### src/common/lfm_defs.svh
`ifndef LFM_DEFS_SVH
`define LFM_DEFS_SVH
// Register byte offsets
`define LFM_CTRL_OFS    8'h00
`define LFM_MAX_OFS     8'h04
`define LFM_MIN_OFS     8'h08
`define LFM_HISP_OFS    8'h0c
`define LFM_LOSP_OFS    8'h10
`define LFM_DB_OFS      8'h14
`define LFM_DELAY_OFS   8'h18
`define LFM_MAN_OFS     8'h1c
`define LFM_PURGE_OFS   8'h20
`define LFM_PILOT_OFS   8'h24
`define LFM_MINF_OFS    8'h28
`define LFM_STAT_OFS    8'h2c
`define LFM_AUX_OFS     8'h30
`define LFM_FLAME_FAIL_RESPONSE_TIME_OFS    8'h34
`define LFM_TSP_OFS     8'h38
// Control field positions
`define LFM_CTRL_MODE_LSB  0
`define LFM_CTRL_LOCAL_BIT 2
`define LFM_CTRL_RST_BIT   3
`define LFM_CTRL_AUX_LSB   4
`define LFM_CTRL_OVR_BIT   7
// Reset values, level figures in 0.1 L
`define LFM_MAX_RST    16'h04b0
`define LFM_MIN_RST    16'h0000
`define LFM_HISP_RST   16'h0492
`define LFM_LOSP_RST   16'h0258
`define LFM_DB_RST     16'h000f
`define LFM_DELAY_RST  5'h02
`define LFM_DELAY_MIN  5'h02
`define LFM_DELAY_MAX  5'h14
`define LFM_MAN_RST    7'h00
`define LFM_PURGE_RST  7'h64
`define LFM_PILOT_RST  7'h19
`define LFM_MINF_RST   7'h28
`define LFM_MINF_MAX   7'h46
`define LFM_PCT_MAX    7'h64
`define LFM_TSP_RST    16'h03e8
`define LFM_FLAME_FAIL_RESPONSE_TIME_S     8'h04
// Timing and current scale in uA
`define LFM_SEC_NS     1000000000
`define LFM_CLK_NS     8
`define LFM_UA_LO      16'h0fa0
`define LFM_UA_HI      16'h4e20
`define LFM_UA_SPAN    16'h3e80
`define LFM_UA_PER_PCT 16'h00a0
`endif

### src/common/lfm_pkg.sv
`include "lfm_defs.svh"
package lfm_pkg;
   typedef enum logic [1:0] {
      LFM_IN_OFF = 2'h0,
      LFM_IN_DRY = 2'h1,
      LFM_IN_MA  = 2'h2
   } lfm_in_mode_t;
   typedef enum logic [2:0] {
      LFM_AUX_OFF = 3'h0, LFM_AUX_MAN = 3'h1, LFM_AUX_TEMP = 3'h2, LFM_AUX_PRESS = 3'h3,
      LFM_AUX_LEVEL = 3'h4, LFM_AUX_PID = 3'h5, LFM_AUX_FIRE = 3'h6
   } lfm_aux_mode_t;
   typedef enum logic [3:0] {
      LFM_ST_IDLE = 4'h1,
      LFM_ST_OK   = 4'h2,
      LFM_ST_PEND = 4'h4,
      LFM_ST_LOW  = 4'h8
   } lfm_mon_state_t;
   // Percent to loop current in uA, 0 % is 4 mA and 100 % is 20 mA
   function automatic logic [15:0] lfm_pct_to_ua(input logic [6:0] pct);
      lfm_pct_to_ua = 16'(`LFM_UA_LO + 16'(pct) * `LFM_UA_PER_PCT);
   endfunction
endpackage

### src/design/lfm_aux_sel.sv
`timescale 1ns/1ps
`include "lfm_defs.svh"
module lfm_aux_sel (
   // Configuration
   input  wire lfm_pkg::lfm_aux_mode_t mode_i,
   input  wire logic                  override_i,
   input  wire logic [6:0]            man_pct_i,
   input  wire logic [6:0]            purge_pct_i,
   input  wire logic [6:0]            pilot_pct_i,
   input  wire logic [6:0]            minf_pct_i,
   input  wire logic [15:0]           temp_sp_i,
   // Sources
   input  wire logic [15:0]           temp_i,
   input  wire logic [15:0]           press_ua_i,
   input  wire logic [15:0]           level_ua_i,
   input  wire logic [6:0]            pid_pct_i,
   input  wire logic [15:0]           fire_ua_i,
   input  wire logic                  purge_req_i,
   input  wire logic                  pilot_req_i,
   input  wire logic                  main_state_i,
   // Result
   output logic      [15:0]           ua_o,
   output logic                       en_o
);
   logic [31:0] tpct;
   logic [6:0]  tpct7;
   logic [15:0] base, minf_ua, pos;
   logic        pos_mode;

   // Temperature as percent of its high setpoint
   assign tpct  = (temp_sp_i == 16'h0) ? 32'(`LFM_PCT_MAX) : (32'(temp_i) * 32'h64) / 32'(temp_sp_i);
   assign tpct7 = (tpct > 32'(`LFM_PCT_MAX)) ? `LFM_PCT_MAX : tpct[6:0];
   // Position modes: presets, then floor in main
   assign pos_mode = (mode_i == lfm_pkg::LFM_AUX_PID) || (mode_i == lfm_pkg::LFM_AUX_FIRE);
   assign base     = (mode_i == lfm_pkg::LFM_AUX_FIRE) ? fire_ua_i :
                     lfm_pkg::lfm_pct_to_ua(pid_pct_i);
   assign minf_ua  = lfm_pkg::lfm_pct_to_ua(minf_pct_i);
   assign pos = purge_req_i ? lfm_pkg::lfm_pct_to_ua(purge_pct_i) :
                pilot_req_i ? lfm_pkg::lfm_pct_to_ua(pilot_pct_i) :
                (main_state_i && base < minf_ua) ? minf_ua : base;

   // Source choice, override first
   // An unused mode code drives nothing, like the disabled mode
   assign en_o = ((mode_i != lfm_pkg::LFM_AUX_OFF) && (mode_i <= lfm_pkg::LFM_AUX_FIRE)) ||
                 override_i;
   assign ua_o = (override_i || mode_i == lfm_pkg::LFM_AUX_MAN) ?
                    lfm_pkg::lfm_pct_to_ua(man_pct_i) :
                 (mode_i == lfm_pkg::LFM_AUX_TEMP)  ? lfm_pkg::lfm_pct_to_ua(tpct7) :
                 (mode_i == lfm_pkg::LFM_AUX_PRESS) ? press_ua_i :
                 (mode_i == lfm_pkg::LFM_AUX_LEVEL) ? level_ua_i :
                 pos_mode ? pos : 16'h0000;
endmodule // lfm_aux_sel

### src/design/lfm_level_mon.sv
`timescale 1ns/1ps
`include "lfm_defs.svh"
module lfm_level_mon #(
   parameter int unsigned TICKS_PER_SEC = `LFM_SEC_NS / `LFM_CLK_NS
) (
   // Clock and control
   input  wire logic                 ref_clk_i,
   input  wire logic                 rstn_i,
   input  wire logic                 ce_i,
   // Configuration
   input  wire lfm_pkg::lfm_in_mode_t mode_i,
   input  wire logic                 local_en_i,
   input  wire logic [15:0]          max_i,
   input  wire logic [15:0]          min_i,
   input  wire logic [15:0]          hi_sp_i,
   input  wire logic [15:0]          lo_sp_i,
   input  wire logic [15:0]          db_i,
   input  wire logic [4:0]           delay_s_i,
   // Inputs, own and from another controller
   input  wire logic                 sw_local_i,
   input  wire logic                 sw_remote_i,
   input  wire logic [15:0]          ua_local_i,
   input  wire logic [15:0]          ua_remote_i,
   // Results
   output logic      [15:0]          reading_o,
   output logic                      high_trip_o,
   output logic                      low_event_o,
   output logic                      low_act_o
);
   logic [15:0] ua_sel, ua_cl, span, db_eff, hi_eff, lo_eff;
   logic [31:0] prod, pre_r;
   logic        sw_sel, hi_r, lo_r, hi_nxt, lo_nxt, tick;
   logic [4:0]  sec_r;
   lfm_pkg::lfm_mon_state_t st_r, st_nxt;

   // Source and scaling
   assign ua_sel = local_en_i ? ua_local_i : ua_remote_i;
   assign sw_sel = local_en_i ? sw_local_i : sw_remote_i;
   assign ua_cl  = (ua_sel > `LFM_UA_HI) ? `LFM_UA_HI : ua_sel;
   assign span   = (max_i > min_i) ? 16'(max_i - min_i) : 16'h0000;
   assign prod   = (ua_cl > `LFM_UA_LO) ? 32'(ua_cl - `LFM_UA_LO) * 32'(span) : 32'h0;
   assign reading_o = 16'(min_i + 16'(prod / 32'(`LFM_UA_SPAN)));
   // Setpoints limited to max, deadband to a sixteenth of max
   assign hi_eff = (hi_sp_i > max_i) ? max_i : hi_sp_i;
   assign lo_eff = (lo_sp_i > max_i) ? max_i : lo_sp_i;
   assign db_eff = (db_i > (max_i >> 4)) ? (max_i >> 4) : db_i;
   // Event flags with hysteresis
   assign hi_nxt = (mode_i != lfm_pkg::LFM_IN_MA) ? 1'b0 :
                   hi_r ? ({1'b0, reading_o} + {1'b0, db_eff} > {1'b0, hi_eff}) :
                   (reading_o > hi_eff);
   assign lo_nxt = (mode_i == lfm_pkg::LFM_IN_OFF) ? 1'b0 :
                   (mode_i == lfm_pkg::LFM_IN_DRY) ? !sw_sel :
                   lo_r ? ({1'b0, reading_o} < {1'b0, lo_eff} + {1'b0, db_eff}) :
                   (reading_o < lo_eff);
   assign tick = (pre_r == TICKS_PER_SEC - 1);

   // Persistence state
   always_comb begin
      st_nxt = st_r;
      unique case (st_r)
         lfm_pkg::LFM_ST_IDLE: if (mode_i != lfm_pkg::LFM_IN_OFF) st_nxt = lfm_pkg::LFM_ST_OK;
         lfm_pkg::LFM_ST_OK:   if (lo_r) st_nxt = lfm_pkg::LFM_ST_PEND;
         lfm_pkg::LFM_ST_PEND: if (!lo_r) st_nxt = lfm_pkg::LFM_ST_OK;
                               else if (sec_r >= delay_s_i) st_nxt = lfm_pkg::LFM_ST_LOW;
         lfm_pkg::LFM_ST_LOW:  if (!lo_r) st_nxt = lfm_pkg::LFM_ST_OK;
         default:              st_nxt = lfm_pkg::LFM_ST_IDLE;
      endcase
      if (mode_i == lfm_pkg::LFM_IN_OFF) st_nxt = lfm_pkg::LFM_ST_IDLE;
   end

   // State, flags and delay timer
   always_ff @(posedge ref_clk_i) begin
      if (!rstn_i) begin
         st_r  <= lfm_pkg::LFM_ST_IDLE;
         hi_r  <= 1'b0;
         lo_r  <= 1'b0;
         pre_r <= 32'h0;
         sec_r <= 5'h00;
      end else if (ce_i) begin
         st_r  <= st_nxt;
         hi_r  <= hi_nxt;
         lo_r  <= lo_nxt;
         pre_r <= (st_r != lfm_pkg::LFM_ST_PEND || tick) ? 32'h0 : pre_r + 32'h1;
         sec_r <= (st_r != lfm_pkg::LFM_ST_PEND) ? 5'h00 : sec_r + 5'(tick);
      end
   end

   assign high_trip_o = hi_r;
   assign low_event_o = lo_r;
   assign low_act_o   = (st_r == lfm_pkg::LFM_ST_LOW);
endmodule // lfm_level_mon

### src/design/lfm_top.sv
// Implementation choices: the Wishbone interface to the registers and the address map.
`timescale 1ns/1ps
`include "lfm_defs.svh"
module lfm_top #(
   parameter int unsigned TICKS_PER_SEC = `LFM_SEC_NS / `LFM_CLK_NS
) (
   // Clock, reset and enable
   input  wire logic        ref_clk_i,
   input  wire logic        rstn_i,
   input  wire logic        ce_i,
   // Wishbone slave
   input  wire logic        wb_cyc_i,
   input  wire logic        wb_stb_i,
   input  wire logic        wb_we_i,
   input  wire logic [7:0]  wb_adr_i,
   input  wire logic [3:0]  wb_sel_i,
   input  wire logic [31:0] wb_dat_i,
   output logic      [31:0] wb_dat_o,
   output logic             wb_ack_o,
   // Level or flow input
   input  wire logic        lvl_sw_local_i,
   input  wire logic        lvl_sw_remote_i,
   input  wire logic [15:0] lvl_ua_local_i,
   input  wire logic [15:0] lvl_ua_remote_i,
   // Aux output sources
   input  wire logic [15:0] temp_i,
   input  wire logic [15:0] press_ua_i,
   input  wire logic [6:0]  pid_pct_i,
   input  wire logic [15:0] fire_ua_i,
   input  wire logic        purge_req_i,
   input  wire logic        pilot_req_i,
   input  wire logic        main_state_i,
   // Aux output
   output logic      [15:0] aux_ua_o,
   output logic             aux_en_o,
   // Appliance actions
   output logic             wait_o,
   output logic             shutdown_o,
   output logic             high_trip_o,
   output logic             low_event_o
);
   // Configuration registers
   logic [7:0]  ctrl_r;
   logic [15:0] max_r;
   logic [15:0] min_r;
   logic [15:0] hisp_r;
   logic [15:0] losp_r;
   logic [15:0] db_r;
   logic [4:0]  delay_r;
   logic [6:0]  man_r;
   logic [6:0]  purge_r;
   logic [6:0]  pilot_r;
   logic [6:0]  minf_r;
   logic [15:0] tsp_r;
   // Bus state
   logic        ack_r;
   logic [31:0] dat_r;
   // Output flops
   logic [15:0] aux_ua_r;
   logic        aux_en_r;
   logic        wait_r;
   logic        shut_r;
   logic        hi_r;
   logic        lo_r;
   // Decode wires
   logic        req;
   logic        wr;
   logic        rd_take;
   logic        wr_ctrl;
   logic        wr_max;
   logic        wr_min;
   logic        wr_hisp;
   logic        wr_losp;
   logic        wr_db;
   logic        wr_delay;
   logic        wr_man;
   logic        wr_purge;
   logic        wr_pilot;
   logic        wr_minf;
   logic        wr_tsp;
   logic [31:0] rd_mux;
   logic [31:0] wmask;
   logic [31:0] status;
   // Block wiring
   logic [15:0] reading;
   logic        mon_hi;
   logic        mon_lo;
   logic        mon_act;
   logic [15:0] sel_ua;
   logic        sel_en;
   logic        restart_en;
   logic        wait_nxt;
   logic        shut_nxt;
   logic [15:0] lvl_ua_sel;
   lfm_pkg::lfm_in_mode_t  in_mode;
   lfm_pkg::lfm_aux_mode_t aux_mode;

   // Byte-lane merge of a write into a register value
   function automatic logic [31:0] wb_merge(input logic [31:0] old, input logic [31:0] mask,
                                            input logic [31:0] wdat);
      wb_merge = (old & ~mask) | (wdat & mask);
   endfunction

   // Percent field limited to a ceiling
   function automatic logic [6:0] pct_lim(input logic [31:0] val, input logic [6:0] ceil);
      pct_lim = (val[6:0] > ceil || val[31:7] != 25'h0) ? ceil : val[6:0];
   endfunction

   // Delay limited to its legal seconds range
   function automatic logic [4:0] delay_lim(input logic [31:0] val);
      delay_lim = (val[31:5] != 27'h0 || val[4:0] > `LFM_DELAY_MAX) ? `LFM_DELAY_MAX :
                  (val[4:0] < `LFM_DELAY_MIN) ? `LFM_DELAY_MIN : val[4:0];
   endfunction

   // Bus request decode; writes land on the edge that sees ack
   assign req     = wb_cyc_i && wb_stb_i;
   assign rd_take = req && !ack_r;
   assign wr      = req && wb_we_i && ack_r;
   assign wmask   = {{8{wb_sel_i[3]}}, {8{wb_sel_i[2]}}, {8{wb_sel_i[1]}}, {8{wb_sel_i[0]}}};
   assign wr_ctrl  = wr && (wb_adr_i == `LFM_CTRL_OFS);
   assign wr_max   = wr && (wb_adr_i == `LFM_MAX_OFS);
   assign wr_min   = wr && (wb_adr_i == `LFM_MIN_OFS);
   assign wr_hisp  = wr && (wb_adr_i == `LFM_HISP_OFS);
   assign wr_losp  = wr && (wb_adr_i == `LFM_LOSP_OFS);
   assign wr_db    = wr && (wb_adr_i == `LFM_DB_OFS);
   assign wr_delay = wr && (wb_adr_i == `LFM_DELAY_OFS);
   assign wr_man   = wr && (wb_adr_i == `LFM_MAN_OFS);
   assign wr_purge = wr && (wb_adr_i == `LFM_PURGE_OFS);
   assign wr_pilot = wr && (wb_adr_i == `LFM_PILOT_OFS);
   assign wr_minf  = wr && (wb_adr_i == `LFM_MINF_OFS);
   assign wr_tsp   = wr && (wb_adr_i == `LFM_TSP_OFS);

   // Control fields
   assign in_mode    = lfm_pkg::lfm_in_mode_t'(ctrl_r[`LFM_CTRL_MODE_LSB +: 2]);
   assign aux_mode   = lfm_pkg::lfm_aux_mode_t'(ctrl_r[`LFM_CTRL_AUX_LSB +: 3]);
   assign restart_en = ctrl_r[`LFM_CTRL_RST_BIT];
   // Echoed level current follows the selected level source
   assign lvl_ua_sel = ctrl_r[`LFM_CTRL_LOCAL_BIT] ? lvl_ua_local_i : lvl_ua_remote_i;

   // Status word of live block state
   assign status = {reading, 10'h000, aux_en_r, shut_r, wait_r, mon_act, mon_lo, mon_hi};

   // Read selection; unmapped offsets read zero
   assign rd_mux =
      (wb_adr_i == `LFM_CTRL_OFS)  ? {24'h0, ctrl_r} :
      (wb_adr_i == `LFM_MAX_OFS)   ? {16'h0, max_r} :
      (wb_adr_i == `LFM_MIN_OFS)   ? {16'h0, min_r} :
      (wb_adr_i == `LFM_HISP_OFS)  ? {16'h0, hisp_r} :
      (wb_adr_i == `LFM_LOSP_OFS)  ? {16'h0, losp_r} :
      (wb_adr_i == `LFM_DB_OFS)    ? {16'h0, db_r} :
      (wb_adr_i == `LFM_DELAY_OFS) ? {27'h0, delay_r} :
      (wb_adr_i == `LFM_MAN_OFS)   ? {25'h0, man_r} :
      (wb_adr_i == `LFM_PURGE_OFS) ? {25'h0, purge_r} :
      (wb_adr_i == `LFM_PILOT_OFS) ? {25'h0, pilot_r} :
      (wb_adr_i == `LFM_MINF_OFS)  ? {25'h0, minf_r} :
      (wb_adr_i == `LFM_STAT_OFS)  ? status :
      (wb_adr_i == `LFM_AUX_OFS)   ? {16'h0, aux_ua_r} :
      (wb_adr_i == `LFM_FLAME_FAIL_RESPONSE_TIME_OFS)  ? {16'h0, `LFM_FLAME_FAIL_RESPONSE_TIME_S, `LFM_FLAME_FAIL_RESPONSE_TIME_S} :
      (wb_adr_i == `LFM_TSP_OFS)   ? {16'h0, tsp_r} : 32'h0;

   // Bus answer: ack one cycle after the request, then dropped
   always_ff @(posedge ref_clk_i) begin
      if (!rstn_i) begin
         ack_r <= 1'b0;
         dat_r <= 32'h0;
      end else if (ce_i) begin
         ack_r <= rd_take;
         if (rd_take) begin
            dat_r <= rd_mux;
         end
      end
   end

   // Control and level registers
   always_ff @(posedge ref_clk_i) begin
      if (!rstn_i) begin
         ctrl_r  <= 8'h00;
         max_r   <= `LFM_MAX_RST;
         min_r   <= `LFM_MIN_RST;
         hisp_r  <= `LFM_HISP_RST;
         losp_r  <= `LFM_LOSP_RST;
         db_r    <= `LFM_DB_RST;
         delay_r <= `LFM_DELAY_RST;
      end else if (ce_i) begin
         if (wr_ctrl) ctrl_r <= 8'(wb_merge({24'h0, ctrl_r}, wmask, wb_dat_i));
         if (wr_max) max_r <= 16'(wb_merge({16'h0, max_r}, wmask, wb_dat_i));
         if (wr_min) min_r <= 16'(wb_merge({16'h0, min_r}, wmask, wb_dat_i));
         if (wr_hisp) hisp_r <= 16'(wb_merge({16'h0, hisp_r}, wmask, wb_dat_i));
         if (wr_losp) losp_r <= 16'(wb_merge({16'h0, losp_r}, wmask, wb_dat_i));
         if (wr_db) db_r <= 16'(wb_merge({16'h0, db_r}, wmask, wb_dat_i));
         if (wr_delay) delay_r <= delay_lim(wb_merge({27'h0, delay_r}, wmask, wb_dat_i));
      end
   end

   // Aux output setting registers
   always_ff @(posedge ref_clk_i) begin
      if (!rstn_i) begin
         man_r   <= `LFM_MAN_RST;
         purge_r <= `LFM_PURGE_RST;
         pilot_r <= `LFM_PILOT_RST;
         minf_r  <= `LFM_MINF_RST;
         tsp_r   <= `LFM_TSP_RST;
      end else if (ce_i) begin
         if (wr_man) man_r <= pct_lim(wb_merge({25'h0, man_r}, wmask, wb_dat_i), `LFM_PCT_MAX);
         if (wr_purge) purge_r <= pct_lim(wb_merge({25'h0, purge_r}, wmask, wb_dat_i),
                                          `LFM_PCT_MAX);
         if (wr_pilot) pilot_r <= pct_lim(wb_merge({25'h0, pilot_r}, wmask, wb_dat_i),
                                          `LFM_PCT_MAX);
         if (wr_minf) minf_r <= pct_lim(wb_merge({25'h0, minf_r}, wmask, wb_dat_i),
                                        `LFM_MINF_MAX);
         if (wr_tsp) tsp_r <= 16'(wb_merge({16'h0, tsp_r}, wmask, wb_dat_i));
      end
   end

   // Level or flow monitor
   lfm_level_mon #(
      .TICKS_PER_SEC (TICKS_PER_SEC)
   ) u_mon (
      .ref_clk_i   (ref_clk_i),
      .rstn_i      (rstn_i),
      .ce_i        (ce_i),
      .mode_i      (in_mode),
      .local_en_i  (ctrl_r[`LFM_CTRL_LOCAL_BIT]),
      .max_i       (max_r),
      .min_i       (min_r),
      .hi_sp_i     (hisp_r),
      .lo_sp_i     (losp_r),
      .db_i        (db_r),
      .delay_s_i   (delay_r),
      .sw_local_i  (lvl_sw_local_i),
      .sw_remote_i (lvl_sw_remote_i),
      .ua_local_i  (lvl_ua_local_i),
      .ua_remote_i (lvl_ua_remote_i),
      .reading_o   (reading),
      .high_trip_o (mon_hi),
      .low_event_o (mon_lo),
      .low_act_o   (mon_act)
   );

   // Aux output source selection
   lfm_aux_sel u_aux (
      .mode_i       (aux_mode),
      .override_i   (ctrl_r[`LFM_CTRL_OVR_BIT]),
      .man_pct_i    (man_r),
      .purge_pct_i  (purge_r),
      .pilot_pct_i  (pilot_r),
      .minf_pct_i   (minf_r),
      .temp_sp_i    (tsp_r),
      .temp_i       (temp_i),
      .press_ua_i   (press_ua_i),
      .level_ua_i   (lvl_ua_sel),
      .pid_pct_i    (pid_pct_i),
      .fire_ua_i    (fire_ua_i),
      .purge_req_i  (purge_req_i),
      .pilot_req_i  (pilot_req_i),
      .main_state_i (main_state_i),
      .ua_o         (sel_ua),
      .en_o         (sel_en)
   );

   // Appliance actions on level events
   assign wait_nxt = mon_act && restart_en;
   assign shut_nxt = mon_hi || (mon_act && !restart_en);

   // Registered outputs
   always_ff @(posedge ref_clk_i) begin
      if (!rstn_i) begin
         aux_ua_r <= 16'h0000;
         aux_en_r <= 1'b0;
         wait_r   <= 1'b0;
         shut_r   <= 1'b0;
         hi_r     <= 1'b0;
         lo_r     <= 1'b0;
      end else if (ce_i) begin
         aux_ua_r <= sel_en ? sel_ua : 16'h0000;
         aux_en_r <= sel_en;
         wait_r   <= wait_nxt;
         shut_r   <= shut_nxt;
         hi_r     <= mon_hi;
         lo_r     <= mon_lo;
      end
   end

   assign wb_ack_o    = ack_r;
   assign wb_dat_o    = dat_r;
   assign aux_ua_o    = aux_ua_r;
   assign aux_en_o    = aux_en_r;
   assign wait_o      = wait_r;
   assign shutdown_o  = shut_r;
   assign high_trip_o = hi_r;
   assign low_event_o = lo_r;
endmodule // lfm_top

### config.mk
export PLATFORM = sky130hd
export DESIGN_NAME = lfm_top
export DESIGN_NICKNAME = d
export VERILOG_FILES = /design/src/common/lfm_pkg.sv /design/src/design/lfm_aux_sel.sv /design/src/design/lfm_level_mon.sv /design/src/design/lfm_top.sv
export VERILOG_INCLUDE_DIRS = /design/src /design/src/common
export SDC_FILE = /design/constraint.sdc
export NUM_CORES = 2
export LEC_CHECK = 0
export ABC_AREA = 1
export BUFFER_PORTS_ARGS = -buffer_cell sky130_fd_sc_hd__buf_2
export CAP_MARGIN = 10
export CELL_PAD_IN_SITES_DETAIL_PLACEMENT = 2
export CELL_PAD_IN_SITES_GLOBAL_PLACEMENT = 2
export CORE_MARGIN = 8
export CORE_UTILIZATION = 33
export DETAILED_ROUTE_END_ITERATION = 6
export PLACE_DENSITY = 0.86
export SLEW_MARGIN = 10
export SYNTH_ARGS = -nofsm -noshare
export SYNTH_HDL_FRONTEND = slang
export SYNTH_SLANG_ARGS = --single-unit
### constraint.sdc
create_clock -name ref_clk_i -period 126.8 [get_ports ref_clk_i]
set_input_delay 31.7 -clock ref_clk_i [delete_from_list [all_inputs] [get_ports ref_clk_i]]
set_output_delay 31.7 -clock ref_clk_i [all_outputs]
set_load 0.02 [all_outputs]
==> impl_metrics.toml <==
[run_status]
status = "finished clean"

[logic_synthesis]
synth_edf_count = 0
synth_seq_cells = 234
synthDominantCellAreaShare_pct = 16.1
yosys.cell_count.top_type = "nand2_1"
ys_seq_area_share_pct = 7.90
yosysUniqueCellTypes = 92
async_flop_share_pct = 0
synthCells = 9358
avgSynthCellArea_sq_um = 6.34
ys_top_cells_by_count = "nand2_1, inv_1, nor2_1"
yosys_warnings = 0
netlist_area_sq_um = 59300
synth_top_cell_by_area = "ha_1"
synth_area_leaders = "ha_1, nand2_1, fa_1, inv_1, dfxtp_1"
ys.flop_type = "dfxtp_1"

[timing]
fin_crit_sh_pct = 98.5
fmax_mhz = 8.01
relSlewSlack_pct = 9.87
fin_tns_setup_ps = 0
worst_slew_pin_slew_ps = 1340
setup_viol = 0
finClkSkew_ps = 47.9
hold_violations = 0
drv_slew = 0
period_minus_slack_ps = 124840

[finish]
layout.nets = 10800
fin_area_sq_um = 65800
final_core_util_pct = 36.9
final_cells = 12000
fillers = 21800
drive_above_1_share_pct = 11.0
area.growth.synth_to_final_pct = 10.9
seq_area_sq_um = 4680
multi_input_area_sq_um = 48500

[setup_path]
worstReg2RegEnd = "aux_ua_o[14]"
path_class = "in2reg"
cp_max_fo = 26
crit_required_ps = 127320
slowest_delay_ps = 510
cpMostUsedCell = "nand2_1"
start_kind = "input port"
worstRegToRegCells = 627
crit_slowest_cell = "fa_1"
worstPathArrival_ps = 125350
end_kind = "flop"
rrSetupSlack_ps = 33540

[floorplan]
die-area_sq_um = 193000
die_w_microns = 440
die_y_microns = 440
core_sq_um = 178000
initial_core_util_pct = 33.2
fp-row-count = 155
io_pins = 196

[detailed_routing]
drt-initial-drc-count = 4217
drc = 0
via_per_inst = 5.76
antenna_left = 0
routed_wl_microns = 308000
wire_per_inst_microns = 25.7
vias = 69000
first_pass_iters = 5

[clock_network]
numClockSinks = 234
cts.path.max_buffers = 3
cts_max_level = 1
cts_tree = "yes"
cts_hold_buf = 0
root_buffer = "clkbuf_16"
worstSkewPairLatency_ps = 640
cts_buffers = 28
clkTransAtPathRegs_ps = 60

[hold_path]
hold_path_class = "reg2reg"
hold_path_depth = 2
worstHoldStart = "wb_dat_o[2]"
hold_path_end = "wb_dat_o[2]"

[placed_design]
dp_cells = 11800
numPortBuffers = 195
dpl_cell_area_sq_um = 63100
place.gp.congestion = 0.943
hpwlAfterDp_microns = 232000

[grt]
grt_pass1_wl_microns = 439000
grt.overflow.total = 0
grt_max_degree = 60
antenna_found_initial = 15
grt_pass1_vias = 75400
grt_use_total_pct = 28.4

[run]
maxCapViolCount = 0
-- per-layer routing --
metal	GRT usage (%)	routed length, microns	vias to the layer above
met1	31.7	118000	34500
met4	19.6	26600	2
met2	49.9	148000	2512
li1	-	-	30900
met3	3.71	16300	1172
met5	0	12	-
-- critical path, delay by kind of cell --
kind                       cells  cell delay (ps)
adders and majority gates     37            12230
AOI/OAI and AO/OA            230            39050
and+or+nand+nor              245            29590
xor gates and xnor gates       1              250
buffers and inverters        123            12050
-- through the flow --
stage / worst slack, ps / hold slack [ps]
global route: -3680 / 488
floorplan: 5390 / 434
global placement: 1500 / 445
finish: 1960 / 468
detailed placement: -8520 / 462
CTS: 55.5 / 474
-- placed cells by master (no fill, tap or decap), types with 77 or more instances in the layout --
cell / synthesis / routed
a21oi_1: 707 / 637
buf_2: 8 / 196
buf_4: 2 / 150
dfxtp_1: 234 / 234
fa_1: 292 / 292
ha_1: 764 / 762
inv_1: 1539 / 1532
inv_2: 78 / 77
nand2_1: 2114 / 2106
nand2_2: 122 / 126
nand3_1: 408 / 403
nand4_1: 134 / 134
nor2_1: 780 / 749
nor2_2: 55 / 78
nor3_1: 90 / 86
o21ai_0: 577 / 539
o21ai_1: 65 / 91
xnor2_1: 154 / 154
xor2_1: 317 / 313
-- layout make-up --
class / instances / share of cell area, %
multi-input combinational: 7327 / 73.8
inverter: 1647 / 9.54
sequential: 234 / 7.12
tap: 2355 / 4.48
timing repair buffer: 355 / 3.40
clock buffer: 38 / 1.27
clock inverter: 14 / 0.316
antenna: 13 / 0.0495
timing repair inverter: 1 / 0.0133
-- worst max path at each step --
| stage | from | to | cells past startpoint |
|---|---|---|---|
| after floorplan | temp_i[6] | aux_ua_o[13] | 659 |
| after global placement | temp_i[0] | aux_ua_o[14] | 622 |
| after detailed placement | temp_i[0] | aux_ua_o[14] | 623 |
| after CTS | temp_i[0] | aux_ua_o[14] | 634 |
| after global routing | temp_i[1] | aux_ua_o[14] | 638 |
| final | temp_i[8] | aux_ua_o[14] | 636 |
-- logic make-up (layout without fill, tap and decap cells) --
group / count (synthesis) / count (layout) / synth area share [%]
AO/OA/AOI/OAI: 1793 / 1793 / 17.3
multiplexers: 5 / 5 / 0.0844
AND/OR/NAND/NOR: 3982 / 3986 / 29.9
other: 2 / 26 / 0.0127
adder cells (fa/ha/maj): 1056 / 1056 / 26.0
buffers and inverters: 1812 / 2055 / 11.7
flip-flops: 234 / 234 / 7.90
XOR/XNOR: 474 / 474 / 7.04
-- timing repair --
action | CTS | global route
cloned | 1 | 5
pin swaps | 12 | 65
endpoints found under the setup margin | 10 | 10
buffers inserted | 16 | 64
gates resized for setup | 83 | 179
Power is not shown: default switching activity piles up to over one toggle a cycle in this logic, so the estimate is an artifact.
